`src/design/tcpu_pkg.sv`:
```
// Overview of operation
// - Register selectors name eight registers; constants, targets, ports are 8-bit.
// - Program counter advances by one per non-branching instruction, wrapping ff to 00.
// - Conditional jump loads target only when its flag test passes; flags untouched.
// - Call, possibly conditional, pushes current counter, loads target, flags untouched.
// - Return stack is a separate four-entry buffer shared with interrupts.
// - Push onto a full stack overwrites the oldest entry.
// - Passing conditional return loads top stack entry plus one; flags untouched.
// - Stack pointer wraps cyclically; unmatched returns take whatever slot holds.
// - Shifts fill vacated bit with zero, one, copied end bit, or carry.
// - Rotates feed the leaving bit into the other end; shifts/rotates update flags.
// - Load copies constant or register into destination, flags untouched.
// - Loading a register with itself is a two-cycle no-operation.
// - AND combines destination with register or constant, writes back, updates flags.
// - OR writes destination; OR with 00 clears carry and tests zero.
// - XOR writes destination, updates zero, always clears carry.
// - ADD stores 8-bit unsigned sum and updates flags.
// - Add with carry adds operands plus carry, stores, updates flags.
// - Subtract variants remove operand (plus carry) from destination, update flags.
// - Input drives port address, captures port data, pulses read strobe, flags kept.
// - Output drives address and data with write strobe; capture only during strobe.
// - Interrupt return pops top without increment, restores flags, sets enable by operand.
// - Enable and disable instructions set and clear interrupt enable; vector is ff.
// - Every instruction takes exactly two clock cycles.
// - Interrupt saves flags, disables interrupts, calls ff; masked after reset.
package tcpu_pkg;
    // Instruction layout: opcode, destination, constant / target / port / source
    typedef struct packed {
        logic [4:0] op;
        logic [2:0] dst;
        logic [7:0] imm;
    } tcpu_instr_type;

    localparam int unsigned TCPU_INSTR_W = 16;
    localparam int unsigned TCPU_STACK_DEPTH = 4;
    localparam int unsigned TCPU_CLK_PERIOD_NS = 10;
    localparam int unsigned TCPU_INSTR_CYCLES = 2;
    localparam logic [7:0] TCPU_INT_VECTOR = 8'hff;

    // Opcodes; bit 3 of an ALU or port opcode selects a register source
    localparam logic [4:0] TCPU_OP_LOAD_K = 5'h00;
    localparam logic [4:0] TCPU_OP_AND_K = 5'h01;
    localparam logic [4:0] TCPU_OP_OR_K = 5'h02;
    localparam logic [4:0] TCPU_OP_XOR_K = 5'h03;
    localparam logic [4:0] TCPU_OP_ADD_K = 5'h04;
    localparam logic [4:0] TCPU_OP_ADD_WITH_CARRY_K = 5'h05;
    localparam logic [4:0] TCPU_OP_SUB_K = 5'h06;
    localparam logic [4:0] TCPU_OP_SUBTRACT_WITH_BORROW_K = 5'h07;
    localparam logic [4:0] TCPU_OP_RETURN = 5'h12;
    localparam logic [4:0] TCPU_OP_SHIFT = 5'h13;
    localparam logic [4:0] TCPU_OP_INPUT_K = 5'h14;
    localparam logic [4:0] TCPU_OP_OUTPUT_K = 5'h15;
    localparam logic [4:0] TCPU_OP_INTERRUPT_RETURN = 5'h16;
    localparam logic [4:0] TCPU_OP_INTCTL = 5'h17;
    localparam logic [4:0] TCPU_OP_JUMP = 5'h1a;
    localparam logic [4:0] TCPU_OP_CALL = 5'h1b;
    localparam int unsigned TCPU_OP_REG_BIT = 3;

    // Condition codes in the destination field
    localparam logic [2:0] TCPU_COND_ALWAYS = 3'h0;
    localparam logic [2:0] TCPU_COND_Z = 3'h4;
    localparam logic [2:0] TCPU_COND_NZ = 3'h5;
    localparam logic [2:0] TCPU_COND_C = 3'h6;
    localparam logic [2:0] TCPU_COND_NC = 3'h7;

    // Shift selector in imm[3:0]: bit 3 left, bits 2:0 fill kind
    localparam int unsigned TCPU_SHIFT_LEFT_BIT = 3;
    localparam logic [2:0] TCPU_FILL_ZERO = 3'h0;
    localparam logic [2:0] TCPU_FILL_ONE = 3'h1;
    localparam logic [2:0] TCPU_FILL_END = 3'h2;
    localparam logic [2:0] TCPU_FILL_CARRY = 3'h3;
    localparam logic [2:0] TCPU_FILL_ROTATE = 3'h4;
    localparam int unsigned TCPU_SRC_LSB = 5;

    // APB register map
    localparam int unsigned TCPU_ADDR_W = 12;
    localparam logic [11:0] TCPU_REG_CTRL = 12'h000;
    localparam logic [11:0] TCPU_REG_STATUS = 12'h004;
    localparam logic [11:0] TCPU_REG_GPR_LO = 12'h008;
    localparam logic [11:0] TCPU_REG_GPR_HI = 12'h00c;
    localparam int unsigned TCPU_CTRL_RUN_BIT = 0;
    localparam logic TCPU_CTRL_RUN_RESET = 1'b1;
    localparam int unsigned TCPU_STAT_ZERO_BIT = 8;
    localparam int unsigned TCPU_STAT_CARRY_BIT = 9;
    localparam int unsigned TCPU_STAT_IE_BIT = 10;
    localparam int unsigned TCPU_STAT_SP_LSB = 12;
endpackage : tcpu_pkg

```
`src/design/tcpu_core.sv`:
```
// Local design decisions: the APB register port and the address map.
`timescale 1ns/100ps
module tcpu_core
    import tcpu_pkg::*;
#(
    parameter int unsigned STACK_DEPTH = TCPU_STACK_DEPTH
) (
    // Clock and reset
    input wire logic pclk,
    input wire logic presetn,
    // APB slave
    input wire logic psel,
    input wire logic penable,
    input wire logic pwrite,
    input wire logic [TCPU_ADDR_W-1:0] paddr,
    input wire logic [31:0] pwdata,
    output logic [31:0] prdata,
    output logic pready,
    output logic pslverr,
    // Program memory
    output logic [7:0] instr_addr,
    input wire logic [TCPU_INSTR_W-1:0] instr_data,
    // Port bus
    output logic [7:0] port_number,
    output logic [7:0] out_port,
    input wire logic [7:0] in_port,
    output logic read_strobe,
    output logic write_strobe,
    // Interrupt request
    input wire logic interrupt
);
    localparam int unsigned SPW = $clog2(STACK_DEPTH);
    generate
        if (STACK_DEPTH < 2 || (STACK_DEPTH & (STACK_DEPTH - 1)) != 0) begin : g_bad_depth
            $error("tcpu_core: STACK_DEPTH must be a power of two, at least 2");
        end
    endgenerate
    logic run;
    logic phase;
    logic take_int;
    tcpu_instr_type ir;
    logic [7:0] pc;
    logic [SPW-1:0] sp;
    logic [7:0] stack [STACK_DEPTH];
    logic [7:0] regs [8];
    logic zero;
    logic carry;
    logic int_enable;
    logic saved_zero;
    logic saved_carry;
    tcpu_instr_type fetched;
    logic [7:0] fetch_src;
    logic fetch_int;
    logic [7:0] xval;
    logic [7:0] operand;
    logic [7:0] stack_top;
    logic cond_ok;
    logic [8:0] next_sum;
    logic [8:0] next_diff;
    logic [7:0] next_result;
    logic next_zero;
    logic next_carry;
    logic reg_wr;
    logic flag_wr;
    logic do_push;
    logic do_pop;
    logic branch;
    logic [7:0] next_pc;
    assign fetched = tcpu_instr_type'(instr_data);
    assign fetch_src = regs[fetched.imm[7:TCPU_SRC_LSB]];
    // Interrupt replaces the instruction about to run
    assign fetch_int = interrupt && int_enable;
    assign xval = regs[ir.dst];
    assign operand = ir.op[TCPU_OP_REG_BIT] ? regs[ir.imm[7:TCPU_SRC_LSB]] : ir.imm;
    assign stack_top = stack[SPW'(sp - 1'b1)];
    always_comb begin
        case (ir.dst)
            TCPU_COND_ALWAYS: cond_ok = 1'b1;
            TCPU_COND_Z: cond_ok = zero;
            TCPU_COND_NZ: cond_ok = !zero;
            TCPU_COND_C: cond_ok = carry;
            TCPU_COND_NC: cond_ok = !carry;
            default: cond_ok = 1'b0;
        endcase
    end
    assign next_sum = 9'({1'b0, xval} + {1'b0, operand} + {8'h00, ir.op[0] & carry});
    assign next_diff = 9'({1'b0, xval} - {1'b0, operand} - {8'h00, ir.op[0] & carry});
    // Datapath and flag results of the instruction held in ir
    always_comb begin
        next_result = xval;
        next_carry = carry;
        reg_wr = 1'b0;
        flag_wr = 1'b0;
        do_push = 1'b0;
        do_pop = 1'b0;
        branch = 1'b0;
        next_pc = 8'(pc + 8'h01);
        if (ir.op[4] == 1'b0) begin
            reg_wr = 1'b1;
            flag_wr = 1'b1;
            case (ir.op[2:0])
                3'h0: begin
                    next_result = operand;
                    flag_wr = 1'b0;
                end
                3'h1: begin
                    next_result = xval & operand;
                    next_carry = 1'b0;
                end
                3'h2: begin
                    next_result = xval | operand;
                    next_carry = 1'b0;
                end
                3'h3: begin
                    next_result = xval ^ operand;
                    next_carry = 1'b0;
                end
                3'h4, 3'h5: begin
                    next_result = next_sum[7:0];
                    next_carry = next_sum[8];
                end
                default: begin
                    next_result = next_diff[7:0];
                    next_carry = next_diff[8];
                end
            endcase
        end else begin
            case (ir.op)
                TCPU_OP_SHIFT: begin
                    reg_wr = 1'b1;
                    flag_wr = 1'b1;
                    if (ir.imm[TCPU_SHIFT_LEFT_BIT]) begin
                        next_carry = xval[7];
                        case (ir.imm[2:0])
                            TCPU_FILL_ZERO: next_result = {xval[6:0], 1'b0};
                            TCPU_FILL_ONE: next_result = {xval[6:0], 1'b1};
                            TCPU_FILL_END: next_result = {xval[6:0], xval[0]};
                            TCPU_FILL_CARRY: next_result = {xval[6:0], carry};
                            default: next_result = {xval[6:0], xval[7]};
                        endcase
                    end else begin
                        next_carry = xval[0];
                        case (ir.imm[2:0])
                            TCPU_FILL_ZERO: next_result = {1'b0, xval[7:1]};
                            TCPU_FILL_ONE: next_result = {1'b1, xval[7:1]};
                            TCPU_FILL_END: next_result = {xval[7], xval[7:1]};
                            TCPU_FILL_CARRY: next_result = {carry, xval[7:1]};
                            default: next_result = {xval[0], xval[7:1]};
                        endcase
                    end
                end
                TCPU_OP_INPUT_K, TCPU_OP_INPUT_K | 5'h08: begin
                    // Port data lands in the destination
                    next_result = in_port;
                    reg_wr = 1'b1;
                end
                TCPU_OP_JUMP: begin
                    // Jump only on a passing test
                    branch = cond_ok;
                    next_pc = cond_ok ? ir.imm : next_pc;
                end
                TCPU_OP_CALL: begin
                    branch = cond_ok;
                    do_push = cond_ok;
                    next_pc = cond_ok ? ir.imm : next_pc;
                end
                TCPU_OP_RETURN: begin
                    branch = cond_ok;
                    do_pop = cond_ok;
                    next_pc = cond_ok ? 8'(stack_top + 8'h01) : next_pc;
                end
                TCPU_OP_INTERRUPT_RETURN: begin
                    branch = 1'b1;
                    do_pop = 1'b1;
                    next_pc = stack_top;
                end
                default: begin
                end
            endcase
        end
        next_zero = (next_result == 8'h00);
    end
    always_ff @(posedge pclk or negedge presetn) begin
        if (!presetn) begin
            phase <= 1'b0;
        end else if (phase || run) begin
            phase <= !phase;
        end
    end

    always_ff @(posedge pclk or negedge presetn) begin
        if (!presetn) begin
            ir <= '0;
            take_int <= 1'b0;
        end else if (!phase && run) begin
            ir <= fetched;
            take_int <= fetch_int;
        end
    end
    // Port address, data and strobes for the execute cycle
    always_ff @(posedge pclk or negedge presetn) begin
        if (!presetn) begin
            port_number <= 8'h00;
            out_port <= 8'h00;
            read_strobe <= 1'b0;
            write_strobe <= 1'b0;
        end else if (!phase && run) begin
            port_number <= fetched.op[TCPU_OP_REG_BIT] ? fetch_src : fetched.imm;
            out_port <= regs[fetched.dst];
            read_strobe <= !fetch_int && (fetched.op | 5'h08) == (TCPU_OP_INPUT_K | 5'h08);
            write_strobe <= !fetch_int && (fetched.op | 5'h08) == (TCPU_OP_OUTPUT_K | 5'h08);
        end else begin
            read_strobe <= 1'b0;
            write_strobe <= 1'b0;
        end
    end
    // Counter steps and wraps; branches load
    always_ff @(posedge pclk or negedge presetn) begin
        if (!presetn) begin
            pc <= 8'h00;
        end else if (phase) begin
            pc <= take_int ? TCPU_INT_VECTOR : next_pc;
        end
    end
    always_ff @(posedge pclk or negedge presetn) begin
        if (!presetn) begin
            sp <= '0;
        end else if (phase && (take_int || do_push)) begin
            sp <= SPW'(sp + 1'b1);
        end else if (phase && do_pop) begin
            sp <= SPW'(sp - 1'b1);
        end
    end
    // Separate stack; full push overwrites oldest
    generate
        for (genvar e = 0; e < STACK_DEPTH; e++) begin : g_stack
            always_ff @(posedge pclk or negedge presetn) begin
                if (!presetn) begin
                    stack[e] <= 8'h00;
                end else if (phase && (take_int || do_push) && sp == SPW'(e)) begin
                    stack[e] <= pc;
                end
            end
        end
        for (genvar r = 0; r < 8; r++) begin : g_regs
            always_ff @(posedge pclk or negedge presetn) begin
                if (!presetn) begin
                    regs[r] <= 8'h00;
                end else if (phase && !take_int && reg_wr && ir.dst == 3'(r)) begin
                    regs[r] <= next_result;
                end
            end
        end
    endgenerate

    // Flags and interrupt enable
    always_ff @(posedge pclk or negedge presetn) begin
        if (!presetn) begin
            zero <= 1'b0;
            carry <= 1'b0;
            int_enable <= 1'b0;
            saved_zero <= 1'b0;
            saved_carry <= 1'b0;
        end else if (phase) begin
            if (take_int) begin
                saved_zero <= zero;
                saved_carry <= carry;
                int_enable <= 1'b0;
            end else if (ir.op == TCPU_OP_INTERRUPT_RETURN) begin
                zero <= saved_zero;
                carry <= saved_carry;
                int_enable <= ir.imm[0];
            end else if (ir.op == TCPU_OP_INTCTL) begin
                int_enable <= ir.imm[0];
            end else if (flag_wr) begin
                zero <= next_zero;
                carry <= next_carry;
            end
        end
    end

    assign instr_addr = pc;
    // APB slave: one wait state, unmapped addresses answer with an error
    always_ff @(posedge pclk or negedge presetn) begin
        if (!presetn) begin
            run <= TCPU_CTRL_RUN_RESET;
            pready <= 1'b0;
            pslverr <= 1'b0;
            prdata <= 32'h0000_0000;
        end else if (psel && penable && !pready) begin
            pready <= 1'b1;
            pslverr <= 1'b0;
            prdata <= 32'h0000_0000;
            case (paddr)
                TCPU_REG_CTRL: begin
                    if (pwrite) begin
                        run <= pwdata[TCPU_CTRL_RUN_BIT];
                    end else begin
                        prdata[TCPU_CTRL_RUN_BIT] <= run;
                    end
                end
                TCPU_REG_STATUS: begin
                    prdata[7:0] <= pc;
                    prdata[TCPU_STAT_ZERO_BIT] <= zero;
                    prdata[TCPU_STAT_CARRY_BIT] <= carry;
                    prdata[TCPU_STAT_IE_BIT] <= int_enable;
                    prdata[TCPU_STAT_SP_LSB +: SPW] <= sp;
                    pslverr <= pwrite;
                end
                TCPU_REG_GPR_LO: begin
                    prdata <= {regs[3], regs[2], regs[1], regs[0]};
                    pslverr <= pwrite;
                end
                TCPU_REG_GPR_HI: begin
                    prdata <= {regs[7], regs[6], regs[5], regs[4]};
                    pslverr <= pwrite;
                end
                default: begin
                    pslverr <= 1'b1;
                end
            endcase
        end else begin
            pready <= 1'b0;
            pslverr <= 1'b0;
        end
    end

    a_phase_alternates: assert property (
        @(posedge pclk) disable iff (!presetn) phase |=> !phase)
        else $error("execute cycle not followed by fetch");
    a_pc_steps_one: assert property (
        @(posedge pclk) disable iff (!presetn)
        (phase && !take_int && !branch) |=> pc == 8'($past(pc) + 8'h01))
        else $error("counter did not step by one");
    a_jump_keeps_flags: assert property (
        @(posedge pclk) disable iff (!presetn)
        (phase && !take_int && ir.op == TCPU_OP_JUMP)
        |=> zero == $past(zero) && carry == $past(carry)
            && pc == ($past(cond_ok) ? $past(ir.imm) : 8'($past(pc) + 8'h01)))
        else $error("jump changed flags or wrong target");
    a_call_pushes: assert property (
        @(posedge pclk) disable iff (!presetn)
        (phase && !take_int && ir.op == TCPU_OP_CALL && cond_ok)
        |=> sp == SPW'($past(sp) + 1'b1) && stack[$past(sp)] == $past(pc))
        else $error("call did not push the counter");
    a_load_keeps_flags: assert property (
        @(posedge pclk) disable iff (!presetn)
        (phase && !take_int && ir.op[4] == 1'b0 && ir.op[2:0] == 3'h0)
        |=> zero == $past(zero) && carry == $past(carry))
        else $error("load changed a flag");
    a_xor_clears_carry: assert property (
        @(posedge pclk) disable iff (!presetn)
        (phase && !take_int && (ir.op | 5'h08) == (TCPU_OP_XOR_K | 5'h08)) |=> !carry)
        else $error("xor left carry set");
    a_write_strobe_pulse: assert property (
        @(posedge pclk) disable iff (!presetn)
        $rose(write_strobe) |-> phase ##1 !write_strobe)
        else $error("write strobe not a single execute-cycle pulse");
    a_read_strobe_phase: assert property (
        @(posedge pclk) disable iff (!presetn)
        read_strobe |-> phase && !take_int && !write_strobe)
        else $error("read strobe outside an input execute cycle");
    a_int_vector_taken: assert property (
        @(posedge pclk) disable iff (!presetn)
        (phase && take_int) |=> pc == TCPU_INT_VECTOR && !int_enable
            && saved_zero == $past(zero) && saved_carry == $past(carry))
        else $error("interrupt entry incomplete");
    a_interrupt_return_restores: assert property (
        @(posedge pclk) disable iff (!presetn)
        (phase && !take_int && ir.op == TCPU_OP_INTERRUPT_RETURN)
        |=> pc == $past(stack_top) && zero == $past(saved_zero)
            && int_enable == $past(ir.imm[0]))
        else $error("interrupt return mismatch");
endmodule : tcpu_core

```
`config.mk`:
```
export PLATFORM = sky130hd
export DESIGN_NAME = tcpu_core
export DESIGN_NICKNAME = d
export VERILOG_FILES = /design/src/design/tcpu_pkg.sv /design/src/design/tcpu_core.sv
export SDC_FILE = /design/constraint.sdc
export NUM_CORES = 1
export LEC_CHECK = 0
export BUFFER_PORTS_ARGS = -buffer_cell sky130_fd_sc_hd__clkbuf_2
export CORE_MARGIN = 2
export CORE_UTILIZATION = 55
export DETAILED_ROUTE_END_ITERATION = 10
export PLACE_DENSITY = 0.76
export RECOVER_POWER = 50
export SYNTH_ARGS = -nofsm -noshare
export SYNTH_HDL_FRONTEND = slang
export SYNTH_SLANG_ARGS = --single-unit
```
`constraint.sdc`:
```
create_clock -name pclk -period 14.4 [get_ports pclk]
set_clock_uncertainty 0.2 [all_clocks]
set_input_delay 0.72 -clock pclk [delete_from_list [all_inputs] [get_ports pclk]]
set_output_delay 0.72 -clock pclk [all_outputs]
set_load 0.01 [all_outputs]
```
# --- After elaboration in Yosys (flattened, before gate mapping) ---
# Index checks and enable logic that the tools add are counted.
word_totals:
  reg_bits: 182
  in_bits: 74
classes:
  addsub: 8
  magnitude_cmp: 5
  eq_ne: 34
  muxes: 64
  bitwise: 10
  reduce_logical: 50
ops:
  columns: ["cell", "n"]
  rows:
  - ["$mux 8", 18]
  - ["$bmux 8 s3", 4]
  - ["$eq 5x5->1 const B", 8]
  - ["$pmux 8 s5", 1]
  - ["$pmux 18 s2", 1]
  - ["$pmux 8 s4", 1]
  - ["$pmux 10 s3", 1]
  - ["$mux 1", 25]
  - ["$eq 12x4->1 const B", 2]
  - ["$pmux 8 s3", 1]
  - ["$logic_and 1x1->1", 22]
  - ["$eq 3x2->1 const B", 6]
  - ["$eq 3x3->1 const B", 6]
  - ["$add 8x1->8 const B", 2]
  - ["$bmux 8 s2", 1]
  - ["$ge 4x4->1 const B", 4]
  - ["$not 3->4", 4]
  - ["$pmux 8 s2", 1]
  - ["$eq 12x3->1 const B", 1]
  - ["$logic_not 12->1", 1]
  - ["$add 8x8->9", 1]
  - ["$add 9x1->9", 1]
  - ["$eq 3x1->1 const B", 3]
  - ["$logic_not 3->1", 3]
  - ["other kinds (35)", 53]

# --- Logic depth before layout (Yosys ltp) ---
# Gate-level depths: netlist (run 1).
depth:
  ltp_word: 13
  ltp_mapped: 20
  depth_no_buf: 17

# --- Least setup slack after synthesis (run 1) ---
# No wires, ideal clock.
synth_path:
  path_type: "register -> register"
  startpoint: "reg ir[10] (netlist name)"
  endpoint: "reg zero"
  setup_ns: 0.104
  arrival_time_ns: 4.543
  path_slack_ns: 9.554
  stages_incl_launch_ff: 20
  n_path_buf: 3
  path_cell_list: "dfrtp_1 > buf_2 > buf_1 > clkbuf_1 > o32ai_1 > a211o_1 > ha_1 > ha_1 > o21bai_1 > inv_1 > fa_1 > nor2b_1 > o21a_1 > nor2_1 > xnor2_1 > a221oi_1 > a211oi_2 > or4_1 > or4_1 > o41ai_2"
synth_via:
  elab_chain_len: 12
  elab_cells_between_ends: 21
synth_lines:
  columns: ["item", "line_no", "rtl"]
  rows:
  - ["from (decl)", "tcpu_core.sv:41", "tcpu_instr_type ir;"]
  - ["from (signal assigned)", "tcpu_core.sv:196", "ir <= fetched;"]
  - ["$not 3->4 (not written as such) *", "tcpu_core.sv:73", "assign xval = regs[ir.dst];"]
  - ["$bmux 8 s3 *", "tcpu_core.sv:73", null]
  - ["$mux 8 (not written as such) * (2 in series)", "tcpu_core.sv:73", null]
  - ["$sub 8x8->9 (tied with other cells)", "tcpu_core.sv:87", "assign next_diff = 9'({1'b0, xval} - {1'b0, operand} - {8'h00, ir.op[0] & carry});"]
  - ["$sub 9x1->9 (tied with other cells)", "tcpu_core.sv:87", null]
  - ["$pmux 8 s5 / $pmux 8 s2 (equally long branches)", "tcpu_core.sv:101, tcpu_core.sv:128", null]
  - ["$mux 8 *", "tcpu_core.sv:98", "if (ir.op[4] == 1'b0) begin"]
  - ["$logic_not 8->1 *", "tcpu_core.sv:181", "next_zero = (next_result == 8'h00);"]
  - ["$mux 1 *", "tcpu_core.sv:275", "end else if (flag_wr) begin"]
  - ["$mux 1 *", "tcpu_core.sv:273", "end else if (ir.op == TCPU_OP_INTCTL) begin"]
  - ["$mux 1 *", "tcpu_core.sv:269", "end else if (ir.op == TCPU_OP_INTERRUPT_RETURN) begin"]
  - ["to (signal assigned)", "tcpu_core.sv:270", "zero <= saved_zero;"]
  - ["to (signal assigned)", "tcpu_core.sv:276", "zero <= next_zero;"]
  - ["to (decl)", "tcpu_core.sv:46", "logic zero;"]
# Every way passes the cells marked *; elsewhere a longest branch is shown, timed or not. The select of a mux whose other input is x is not followed.
# A chain may end at the register's enable or synchronous reset.

==> results.py, run 1 <==
metrics = {
    "logic_synthesis": {
        "syn-cell-area_mm2": 0.01186,
        "postSynthAreaPerCell_um2": 10.50,
        "ys.warnings.count": 0,
        "yosys.cell_types.count": 63,
        "synth_register_bits": 182,
        "seq_area_frac_synth": 0.3842,
        "synth_enable_flop_cells": 0,
        "synthesis.nets": 1241,
        "synth_ff_type": "dfrtp_1",
        "syn-instance-count": 1129,
        "ys_async_rst_share": 1.000,
    },
    "global_routing": {
        "gr-usage-met3": 0.05753,
        "grtUsageMet1": 0.4577,
        "number_of_global_route_vias_before_repair": 9299,
        "globalRoute.busiestLayer": "met2",
        "met2_usage": 0.4773,
        "number_of_antenna_violations_at_the_first_check_in_global_routing": 1,
        "track_usage": 0.3126,
        "grt_remaining_overflow": 0,
        "maximum_number_of_pins_on_one_net_before_global_route_repair": 102,
        "grt_pass1_wl_um": 54020,
    },
    "detailed_routing": {
        "drt_pass1_iterations": 5,
        "num_vias": 9761,
        "post-route-drc-count": 0,
        "dr.first_iter.drc_count": 1248,
        "average_via_count_per_standard_cell": 6.613,
        "wl_per_cell_um": 23.04,
        "postRouteAntennaNets": 0,
        "wl_um": 34010,
    },
    "sta": {
        "setup_slack_ps": 8758,
        "grt_setup_unrepaired": "false",
        "timing.slew.headroom": -2.684,
        "final_period_utilization": 0.3918,
        "finalMaxSlewViolations": 188,
        "fin_crit_ps": 5642,
        "worst-slew-pin-transition_ps": 5526,
        "setup_viol_count_final": 0,
        "fin_hold_ws_ps": 247.3,
        "max_freq_ghz": 0.1772,
        "final-hold-violation-count": 0,
        "fin_tns_setup_ps": 0,
    },
    "clock_tree": {
        "cts_hold_buffers": 0,
        "clock-sinks": 182,
        "ctsRootBufferMaster": "clkbuf_16",
        "clk_pin_slew_worst_paths_ps": 70,
        "cts_post_setup_buffers_inserted": 0,
        "maximum_count_of_clock_buffers_along_a_single_path": 2,
        "cts.htree.levels": 4,
        "post_cts_resized": 0,
        "tritoncts.num_buffers": 17,
        "worst_skew_pair.late_latency_ps": 440,
        "tritoncts": "built",
    },
    "worst_setup_path": {
        "critPathMaxFanout": 101,
        "worst-path-buf-inv": 2,
        "worst_path_max_delay_cell": "clkbuf_1",
        "worst_setup_path_end_kind": "async pin",
        "crit_path_cells": "clkbuf_1 > buf_4",
        "worst_setup_path_start_kind": "input port",
        "timing.setup.critical_path_class": "input port to async pin",
        "worst_path_largest_cell_delay_ps": 3790,
        "cp.required_ps": 14610,
        "worst_ep_arrival_time_ps": 5850,
        "worst_path_dominant_cell_family": "buffers and inverters",
    },
    "power": {
        "p_per_area_mw_per_mm2": 84.94,
        "p_total_uw": 1107,
        "power.ir.vdd_worst_mv": 0.07464,
        "cellLeakagePower_uw": 0.005692,
    },
    "die": {
        "core.rowCount": 53,
        "initial_utilization": 0.5624,
        "core_mm2": 0.02109,
        "die_area_mm2": 0.02275,
        "chipHeight_um": 150.8,
        "die-width_um": 150.8,
        "boundaryPins": 134,
    },
    "placement": {
        "gp_congestion": 0.9433,
        "dp_worst_setup_slack_ps": 8836,
        "port_buffers": 102,
        "hpwl_um": 24020,
    },
    "flow_run": {
        "cap_viol_max_count": 3,
    },
    "finish": {
        "final_cell_mix": "dfrtp_1, nand2_1, mux2_2, o21ai_0, clkbuf_1",
        "filler_cell_count": 1779,
        "drive_gt1_frac": 0.2198,
        "antennaDiodeCount": 0,
        "fin_util": 0.6182,
        "final_common_cell": "dfrtp_1",
        "final_net_count": 1300,
        "area_growth_syn_to_fin_pct": 9.929,
    },
    "run_status": {
        "violations": "capacitance limit, slew limit",
        "run_status": "finished with violations",
    },
    "min_path": {
        "min_path_type": "input port to flop",
    },
}
layout make-up:
type	instances	area [um2]	area share
inverters	43	161.4	0.01238
well taps	275	344.1	0.02639
multi-input cells	828	6849	0.5254
flip-flops and latches	182	4556	0.3495
repair buffers	116	531.8	0.04079
clock buffers	18	429.2	0.03292
clock inverters	14	165.2	0.01267
sequential cells by signal, summed over array words and instances (netlist names), 2 cells and up:
name and count:
stack 32, ir 16, instr_addr 8, regs 64
prdata 32, port_number 8, sp 2, out_port 8
path summary, 6_finish.rpt:
check,from,to,slack [ps],cells past startpoint
worst max-delay path,presetn,regs[17],8760,2
worst min-delay path,instr_data[11],read_strobe,250,2
worst max register to register,ir[14],zero,8760,17
worst min register to register,out_port[5],out_port[5],280,2
max in group pclk,ir[14],zero,8760,17
min in group asynchronous,presetn,prdata[15],2090,1
power breakdown:
part / internal (uW) / switching [uW] / leakage (uW) / total, uW
registers: 514 / 5.97 / 0.00221 / 520
logic: 43.4 / 73.2 / 0.00320 / 117
clock network: 248 / 223 / 0.000287 / 471
total: 805 / 302 / 0.00569 / 1110
metrics by stage:
stage / instance area (um2) / cells
after floorplan: 11860 / 1129
after global placement: 12530 / 1443
after detailed placement: 12530 / 1443
after CTS: 13120 / 1475
after global routing: 13040 / 1476
final: 13040 / 1476
routing by layer:
layer,part of all wire,up-vias
met5,0,-
met4,0.027,0
met3,0.090,71
met2,0.46,540
met1,0.42,4858
li1,-,4292
cell usage after synthesis (all sizes together) (3+ instances only):
cell | count | area [um2]
mux2i | 49 | 490.5
fa | 3 | 60.06
a221o | 6 | 60.06
a31oi | 8 | 50.05
and3 | 4 | 25.02
a21oi | 39 | 195.2
xor2 | 6 | 52.55
buf | 15 | 71.32
nor4 | 3 | 18.77
and3b | 3 | 26.28
ha | 35 | 437.9
nand2 | 159 | 596.8
or4 | 5 | 37.54
nor2 | 41 | 153.9
a22o | 8 | 70.07
nand4 | 5 | 31.28
a22oi | 15 | 112.6
o211ai | 6 | 45.04
o22ai | 8 | 50.05
and2 | 7 | 43.79
nand2b | 15 | 93.84
a211oi | 10 | 85.08
o31ai | 5 | 37.54
o21bai | 5 | 37.54
xnor2 | 13 | 113.9
a221oi | 7 | 61.31
nor2b | 7 | 43.79
inv | 42 | 157.7
o21ai | 100 | 500.5
o21a | 9 | 67.56
nand3b | 5 | 37.54
clkbuf | 61 | 229.0
o221ai | 3 | 26.28
mux2 | 114 | 1291
nor3 | 12 | 60.06
nand3 | 22 | 110.1
dfrtp | 181 | 4529
mux4 | 65 | 1486
kinds of logic after synthesis:
kind of cell	Yosys count	synth area share
buffers and inverters	119	0.03893
flip-flops	182	0.3842
multiplexers	228	0.2756
AO/OA/AOI/OAI	250	0.1344
XOR/XNOR	19	0.01403
adder cells (fa/ha/maj)	38	0.04199
AND/OR/NAND/NOR	293	0.1109
worst register-to-register path, stage by stage, from the launching register on:
cell      delay, ps
dfrtp_1         650
clkinv_1        400
nor2_1          400
a21oi_1         310
ha_1            390
ha_1            160
o21bai_1        150
inv_1            90
fa_1            430
nor2b_1         230
o21a_1          140
nor2_1           40
xnor2_1         120
a221oi_1        370
a211oi_2        230
or4_1           590
or4_1           440
o41ai_2         200
Power figures use the tool's default switching activity.
==> inputs of run 2 (changes only) <==
--- a/config.mk
+++ b/config.mk
@@ -7,9 +7,9 @@
 export LEC_CHECK = 0
 export BUFFER_PORTS_ARGS = -buffer_cell sky130_fd_sc_hd__clkbuf_2
 export CORE_MARGIN = 2
-export CORE_UTILIZATION = 55
+export CORE_UTILIZATION = 54
 export DETAILED_ROUTE_END_ITERATION = 10
-export PLACE_DENSITY = 0.76
+export PLACE_DENSITY = 0.77
 export RECOVER_POWER = 50
 export SYNTH_ARGS = -nofsm -noshare
 export SYNTH_HDL_FRONTEND = slang
==> constraint.sdc (replaced) <==
create_clock -name pclk -period 4.6 [get_ports pclk]
set_clock_uncertainty 0.2 [all_clocks]
set_input_delay 0.23 -clock pclk [delete_from_list [all_inputs] [get_ports pclk]]
set_output_delay 0.23 -clock pclk [all_outputs]
set_load 0.01 [all_outputs]
==> results.py, run 2 (same netlist as run 1, synthesis figures left out) <==
metrics = {
    "run_status": {
        "run_status": "finished with violations",
        "violations": "capacitance limit, slew limit",
    },
    "clock_tree": {
        "clock-sinks": 182,
        "cts.htree.levels": 4,
        "clk_pin_slew_worst_paths_ps": 80,
        "tritoncts.num_buffers": 17,
        "tritoncts": "built",
        "ctsRootBufferMaster": "clkbuf_16",
        "worst_skew_pair.late_latency_ps": 440,
        "maximum_count_of_clock_buffers_along_a_single_path": 2,
    },
    "sta": {
        "finalMaxSlewViolations": 112,
        "worst-slew-pin-transition_ps": 2820,
        "timing.slew.headroom": -0.8801,
        "setup_viol_count_final": 0,
        "fin_tns_setup_ps": 0,
        "final-hold-violation-count": 0,
        "fin_crit_ps": 4426,
        "max_freq_ghz": 0.2259,
        "final_period_utilization": 0.9622,
    },
    "detailed_routing": {
        "dr.first_iter.drc_count": 1366,
        "wl_per_cell_um": 23.51,
        "postRouteAntennaNets": 0,
        "num_vias": 10120,
        "average_via_count_per_standard_cell": 6.595,
        "post-route-drc-count": 0,
        "drt_pass1_iterations": 6,
        "wl_um": 36070,
    },
    "finish": {
        "largest_register_ffs": 64,
        "fin_util": 0.6250,
        "largest_registers": "regs (64), prdata (32), stack (32)",
        "antennaDiodeCount": 0,
        "largest_register": "regs",
        "final_cell_mix": "dfrtp_1, nand2_1, mux2_2, o21ai_0, clkbuf_1",
        "final_cells": 1534,
        "seqCellArea_mm2": 0.004559,
        "final_common_cell": "dfrtp_1",
        "stdcell_area_mm2": 0.01355,
        "filler_cell_count": 1744,
        "area_growth_syn_to_fin_pct": 14.30,
        "drive_gt1_frac": 0.2536,
        "multi_input_comb_area_mm2": 0.006915,
        "final_net_count": 1353,
    },
    "worst_setup_path": {
        "timing.setup.critical_path_class": "flop to flop",
        "cp-startpoint": "ir[10]",
        "path_depth": 16,
        "timing.critical_path.to": "zero",
        "cp.required_ps": 4740,
        "critPathMaxFanout": 6,
        "reg2reg_slack_ps": 170,
        "r2r_start": "ir[10]",
        "worst_path_max_delay_cell": "or4_1",
        "regToRegEndpoint": "zero",
        "worst_ep_arrival_time_ps": 4570,
        "worst_setup_path_start_kind": "flop",
        "worst_setup_path_end_kind": "flop",
        "worst_path_dominant_cell_family": "compound AO/OA/AOI/OAI gates",
        "crit_path_cells": "mux2_2 > o22ai_1 > a211o_1 > ha_4 > ha_1 > o21bai_2 > inv_1 > fa_2 > xnor2_1 > a222oi_1 > o21ai_1 > a21oi_2 > a41oi_2 > or4_1 > or4_4 > o41ai_2",
        "worst_path_largest_cell_delay_ps": 540,
        "reg2reg_depth": 16,
        "worst-path-buf-inv": 1,
    },
    "die": {
        "initial_utilization": 0.5468,
        "core_mm2": 0.02169,
        "core.rowCount": 54,
        "boundaryPins": 134,
        "chipHeight_um": 152.2,
        "die_area_mm2": 0.02316,
        "die-width_um": 152.2,
    },
    "placement": {
        "place.detailed.instances": 1483,
        "port_buffers": 102,
        "dpl-instance-area_mm2": 0.01280,
        "hpwl_um": 25260,
        "gp_congestion": 1.021,
    },
    "power": {
        "power.ir.vdd_worst_mv": 0.2311,
        "cellLeakagePower_uw": 0.005966,
        "p_total_uw": 3543,
        "p_per_area_mw_per_mm2": 261.4,
    },
    "global_routing": {
        "track_usage": 0.3113,
        "grt_pass1_wl_um": 56730,
        "maximum_number_of_pins_on_one_net_before_global_route_repair": 112,
        "number_of_antenna_violations_at_the_first_check_in_global_routing": 0,
        "grt_remaining_overflow": 0,
        "number_of_global_route_vias_before_repair": 9928,
    },
    "min_path": {
        "min_path_type": "input port to flop",
    },
    "flow_run": {
        "cap_viol_max_count": 1,
    },
}
-- run 2: changes by cell type in the layout (fill, tap and decap cells not counted), moves of 3 or more --
| cell | before | now |
|---|---|---|
| dlygate4sd3_1 | 0 | 17 |
| a21oi_2 | 0 | 4 |
| clkbuf_2 | 41 | 44 |
| dfrtp_1 | 181 | 178 |
| buf_4 | 12 | 44 |
| dfrtp_2 | 0 | 3 |
| a21oi_1 | 39 | 35 |
-- run 2: what timing repair did --
item / CTS / global route
gates resized for setup: 0 / 20
buffers inserted: 0 / 2
hold endpoints to repair: 126 / 0
setup endpoints to repair: 0 / 1
hold buffers: 17 / 0
-- run 2: layout make-up --
type	instances	area share
multi-input combinational	828	0.5102
sequential	182	0.3364
timing repair buffer	169	0.07200
clock buffer	18	0.03240
tap	280	0.02585
inverter	43	0.01191
clock inverter	14	0.01126
-- run 2: worst min-delay path by stage --
stage,from,endpoint,depth (start not counted)
2_1_floorplan,presetn,carry,0
3_3_place_gp,presetn,stack[9],1
3_5_place_dp,instr_data[11],read_strobe,2
4_1_cts,instr_data[10],ir[10],3
5_1_grt,instr_data[10],ir[10],3
6_report,instr_data[10],ir[10],3
-- run 2: per-stage QoR --
| stage | hold WS, ps | worst slack (ps) |
|---|---|---|
| 6_report | 71.98 | 174.0 |
| 3_3_place_gp | 198.6 | 168.1 |
| 2_1_floorplan | -265.6 | 33.97 |
| 4_1_cts | 61.61 | 67.10 |
| 5_1_grt | 91.08 | -1.828 |
| 3_5_place_dp | 203.2 | 98.48 |
-- run 2: layer usage --
layer	wire (um)	part of all wire	track usage	up-vias
li1	-	-	-	4385
met4	1719	0.048	0.1357	0
met3	3375	0.094	0.05034	121
met1	14360	0.40	0.4308	4962
met2	16610	0.46	0.4912	649
met5	0	0	0	-
-- run 2: worst min-delay path: stages --
cell      delay [ps]
clkbuf_2         250
nand2_1          120
nand2_1           60
-- run 2: where the power goes --
group	internal [uW]	total, uW	switching, uW
registers	1610	1630	16.6
logic	157	404	247
clock network	788	1510	724
==> inputs of run 3 (changes only) <==
--- a/config.mk
+++ b/config.mk
@@ -11,6 +11,7 @@
 export DETAILED_ROUTE_END_ITERATION = 10
 export PLACE_DENSITY = 0.77
 export RECOVER_POWER = 50
+export SKIP_LAST_GASP = 1
 export SYNTH_ARGS = -nofsm -noshare
 export SYNTH_HDL_FRONTEND = slang
 export SYNTH_SLANG_ARGS = --single-unit
==> constraint.sdc (replaced) <==
create_clock -name pclk -period 4.6 [get_ports pclk]
set_clock_uncertainty 0.2 [all_clocks]
set_input_delay 0.46 -clock pclk [delete_from_list [all_inputs] [get_ports pclk]]
set_output_delay 0.46 -clock pclk [all_outputs]
set_load 0.01 [all_outputs]
==> results.py, run 3 (same netlist as run 1, synthesis figures left out) <==
metrics = {
    "run_status": {
        "run_status": "finished with violations",
        "violations": "capacitance limit, slew limit",
    },
    "min_path": {
        "hold_path_depth": 3,
        "min_path_type": "input port to flop",
    },
    "detailed_routing": {
        "wl_met3_um": 3362,
        "dr.first_iter.drc_count": 1275,
        "wl_per_cell_um": 23.48,
        "num_vias": 10020,
        "met2RoutedLength_um": 16180,
        "wl_met1_um": 14430,
        "post-route-drc-count": 0,
        "drt_pass1_iterations": 6,
        "average_via_count_per_standard_cell": 6.617,
        "wl_um": 35570,
        "postRouteAntennaNets": 0,
        "dr.max_layer_used": "met4",
    },
    "sta": {
        "fin_hold_ws_ps": 24.53,
        "worst-slew-pin-transition_ps": 3198,
        "fin_crit_ps": 4526,
        "finalMaxSlewViolations": 126,
        "setup_viol_count_final": 0,
        "max_freq_ghz": 0.2210,
        "timing.slew.headroom": -1.132,
        "final_period_utilization": 0.9838,
        "final-hold-violation-count": 0,
        "grt_setup_unrepaired": "true",
        "setup_slack_ps": 74.39,
    },
    "die": {
        "core.rowCount": 54,
        "die-width_um": 152.2,
        "chipHeight_um": 152.2,
        "initial_utilization": 0.5468,
        "core_mm2": 0.02169,
        "die_area_mm2": 0.02316,
        "boundaryPins": 134,
    },
    "clock_tree": {
        "cts.htree.levels": 4,
        "tritoncts": "built",
        "worst_skew_pair.late_latency_ps": 450,
        "maximum_count_of_clock_buffers_along_a_single_path": 2,
        "ctsRootBufferMaster": "clkbuf_16",
        "clock-sinks": 182,
        "tritoncts.num_buffers": 17,
        "clk_pin_slew_worst_paths_ps": 90,
    },
    "placement": {
        "gp_congestion": 0.9725,
        "hpwl_um": 25030,
        "port_buffers": 102,
        "dp_worst_setup_slack_ps": 99.67,
    },
    "global_routing": {
        "maximum_number_of_pins_on_one_net_before_global_route_repair": 126,
        "grt_pass1_wl_um": 55640,
        "number_of_global_route_vias_before_repair": 9634,
        "grt_remaining_overflow": 0,
        "track_usage": 0.3077,
        "number_of_antenna_violations_at_the_first_check_in_global_routing": 0,
    },
    "power": {
        "p_per_area_mw_per_mm2": 267.5,
        "cellLeakagePower_uw": 0.005936,
        "power.ir.vdd_worst_mv": 0.2444,
        "p_total_uw": 3582,
    },
    "finish": {
        "largest_register": "regs",
        "final_cell_mix": "dfrtp_1, nand2_1, mux2_2, o21ai_0, clkbuf_2",
        "drive_gt1_frac": 0.2623,
        "largest_registers": "regs (64), prdata (32), stack (32)",
        "final_net_count": 1334,
        "final_common_cell": "dfrtp_1",
        "area_growth_syn_to_fin_pct": 12.93,
        "antennaDiodeCount": 0,
        "largest_register_ffs": 64,
    },
    "worst_setup_path": {
        "worst_path_max_delay_cell": "or4_1",
        "reg2reg_depth": 18,
        "worst-path-buf-inv": 2,
        "worst_setup_path_end_kind": "flop",
        "timing.setup.critical_path_class": "flop to flop",
        "worst_path_largest_cell_delay_ps": 530,
        "cp.required_ps": 4750,
        "worst_setup_path_start_kind": "flop",
        "crit_path_cells": "buf_4 > nor2b_1 > a2111oi_0 > a211o_1 > ha_4 > ha_1 > o21bai_1 > inv_1 > fa_2 > nor2b_2 > o21a_1 > nor2_1 > xnor2_1 > a221oi_2 > a211oi_2 > or4_1 > or4_1 > o41ai_2",
        "worst_ep_arrival_time_ps": 4670,
        "path_depth": 18,
        "worst_path_dominant_cell_family": "compound AO/OA/AOI/OAI gates",
        "critPathMaxFanout": 8,
        "worst_path_most_repeated_cell": "or4_1",
    },
    "flow_run": {
        "cap_viol_max_count": 1,
    },
}
## run 3: cell count changes in the layout (fill, tap and decap cells not counted), sizes merged
cell	previous run	this run
buf	46	44
clkbuf	124	122
dlygate4sd3	17	1
clkinvlp	3	0
clkinv	2	7
bufinv	1	0
## run 3: repair_timing
action	CTS	global route
hold buffers	1	0
buffers inserted	0	2
gates resized for setup	0	9
endpoints found under the setup margin	0	1
hold endpoints to repair	1	0
## run 3: routing by layer
layer  global-route usage  up-vias
met4               0.1331        0
met2               0.4719      626
li1                     -     4355
met3              0.06570      112
met5                    0        -
met1               0.4276     4931
## run 3: through the flow
stage / std cells / instance area (um2) / util / setup TNS, ps
floorplan: 1129 / 11880 / - / 0
CTS: 1513 / 13420 / 0.6187 / 0
finish: 1515 / 13390 / 0.6175 / 0
global placement: 1480 / 12780 / 0.5891 / 0
detailed placement: 1480 / 12780 / 0.5891 / 0
global route: 1515 / 13390 / 0.6175 / -275.5
## run 3: layout make-up
type | count | area (um2)
Clock buffer | 17 | 425.4
Clock inverter | 15 | 207.7
Fill cell | 1750 | 8295
Inverter | 43 | 161.4
Multi-Input combinational cell | 828 | 6879
Sequential cell | 182 | 4559
Tap cell | 280 | 350.3
Timing Repair Buffer | 150 | 809.5
## run 3: worst reg2reg max path, cell delays in order (launching register included)
cell,delay (ps)
dfrtp_2,420
buf_4,170
nor2b_1,60
a2111oi_0,480
a211o_1,280
ha_4,170
ha_1,150
o21bai_1,130
inv_1,80
fa_2,370
nor2b_2,150
o21a_1,120
nor2_1,50
xnor2_1,130
a221oi_2,250
a211oi_2,90
or4_1,530
or4_1,420
o41ai_2,200
## run 3: path summary, 6_finish.rpt
| check | start | to | slack, ps |
|---|---|---|---|
| worst max-delay path | ir[9] | zero | 70 |
| worst min-delay path | instr_data[12] | ir[12] | 20 |
| worst max register to register | ir[9] | zero | 70 |
| worst min register to register | prdata[12] | prdata[12] | 280 |
| max in group asynchronous | presetn | regs[16] | 1160 |
| min in group asynchronous | presetn | stack[8] | 830 |
## run 3: report_power, final
group	total (uW)	internal, uW	switching (uW)	leakage, uW
registers	1620	1610	15.3	0.00221
clock network	1560	760	805	0.000305
logic	393	149	243	0.00343
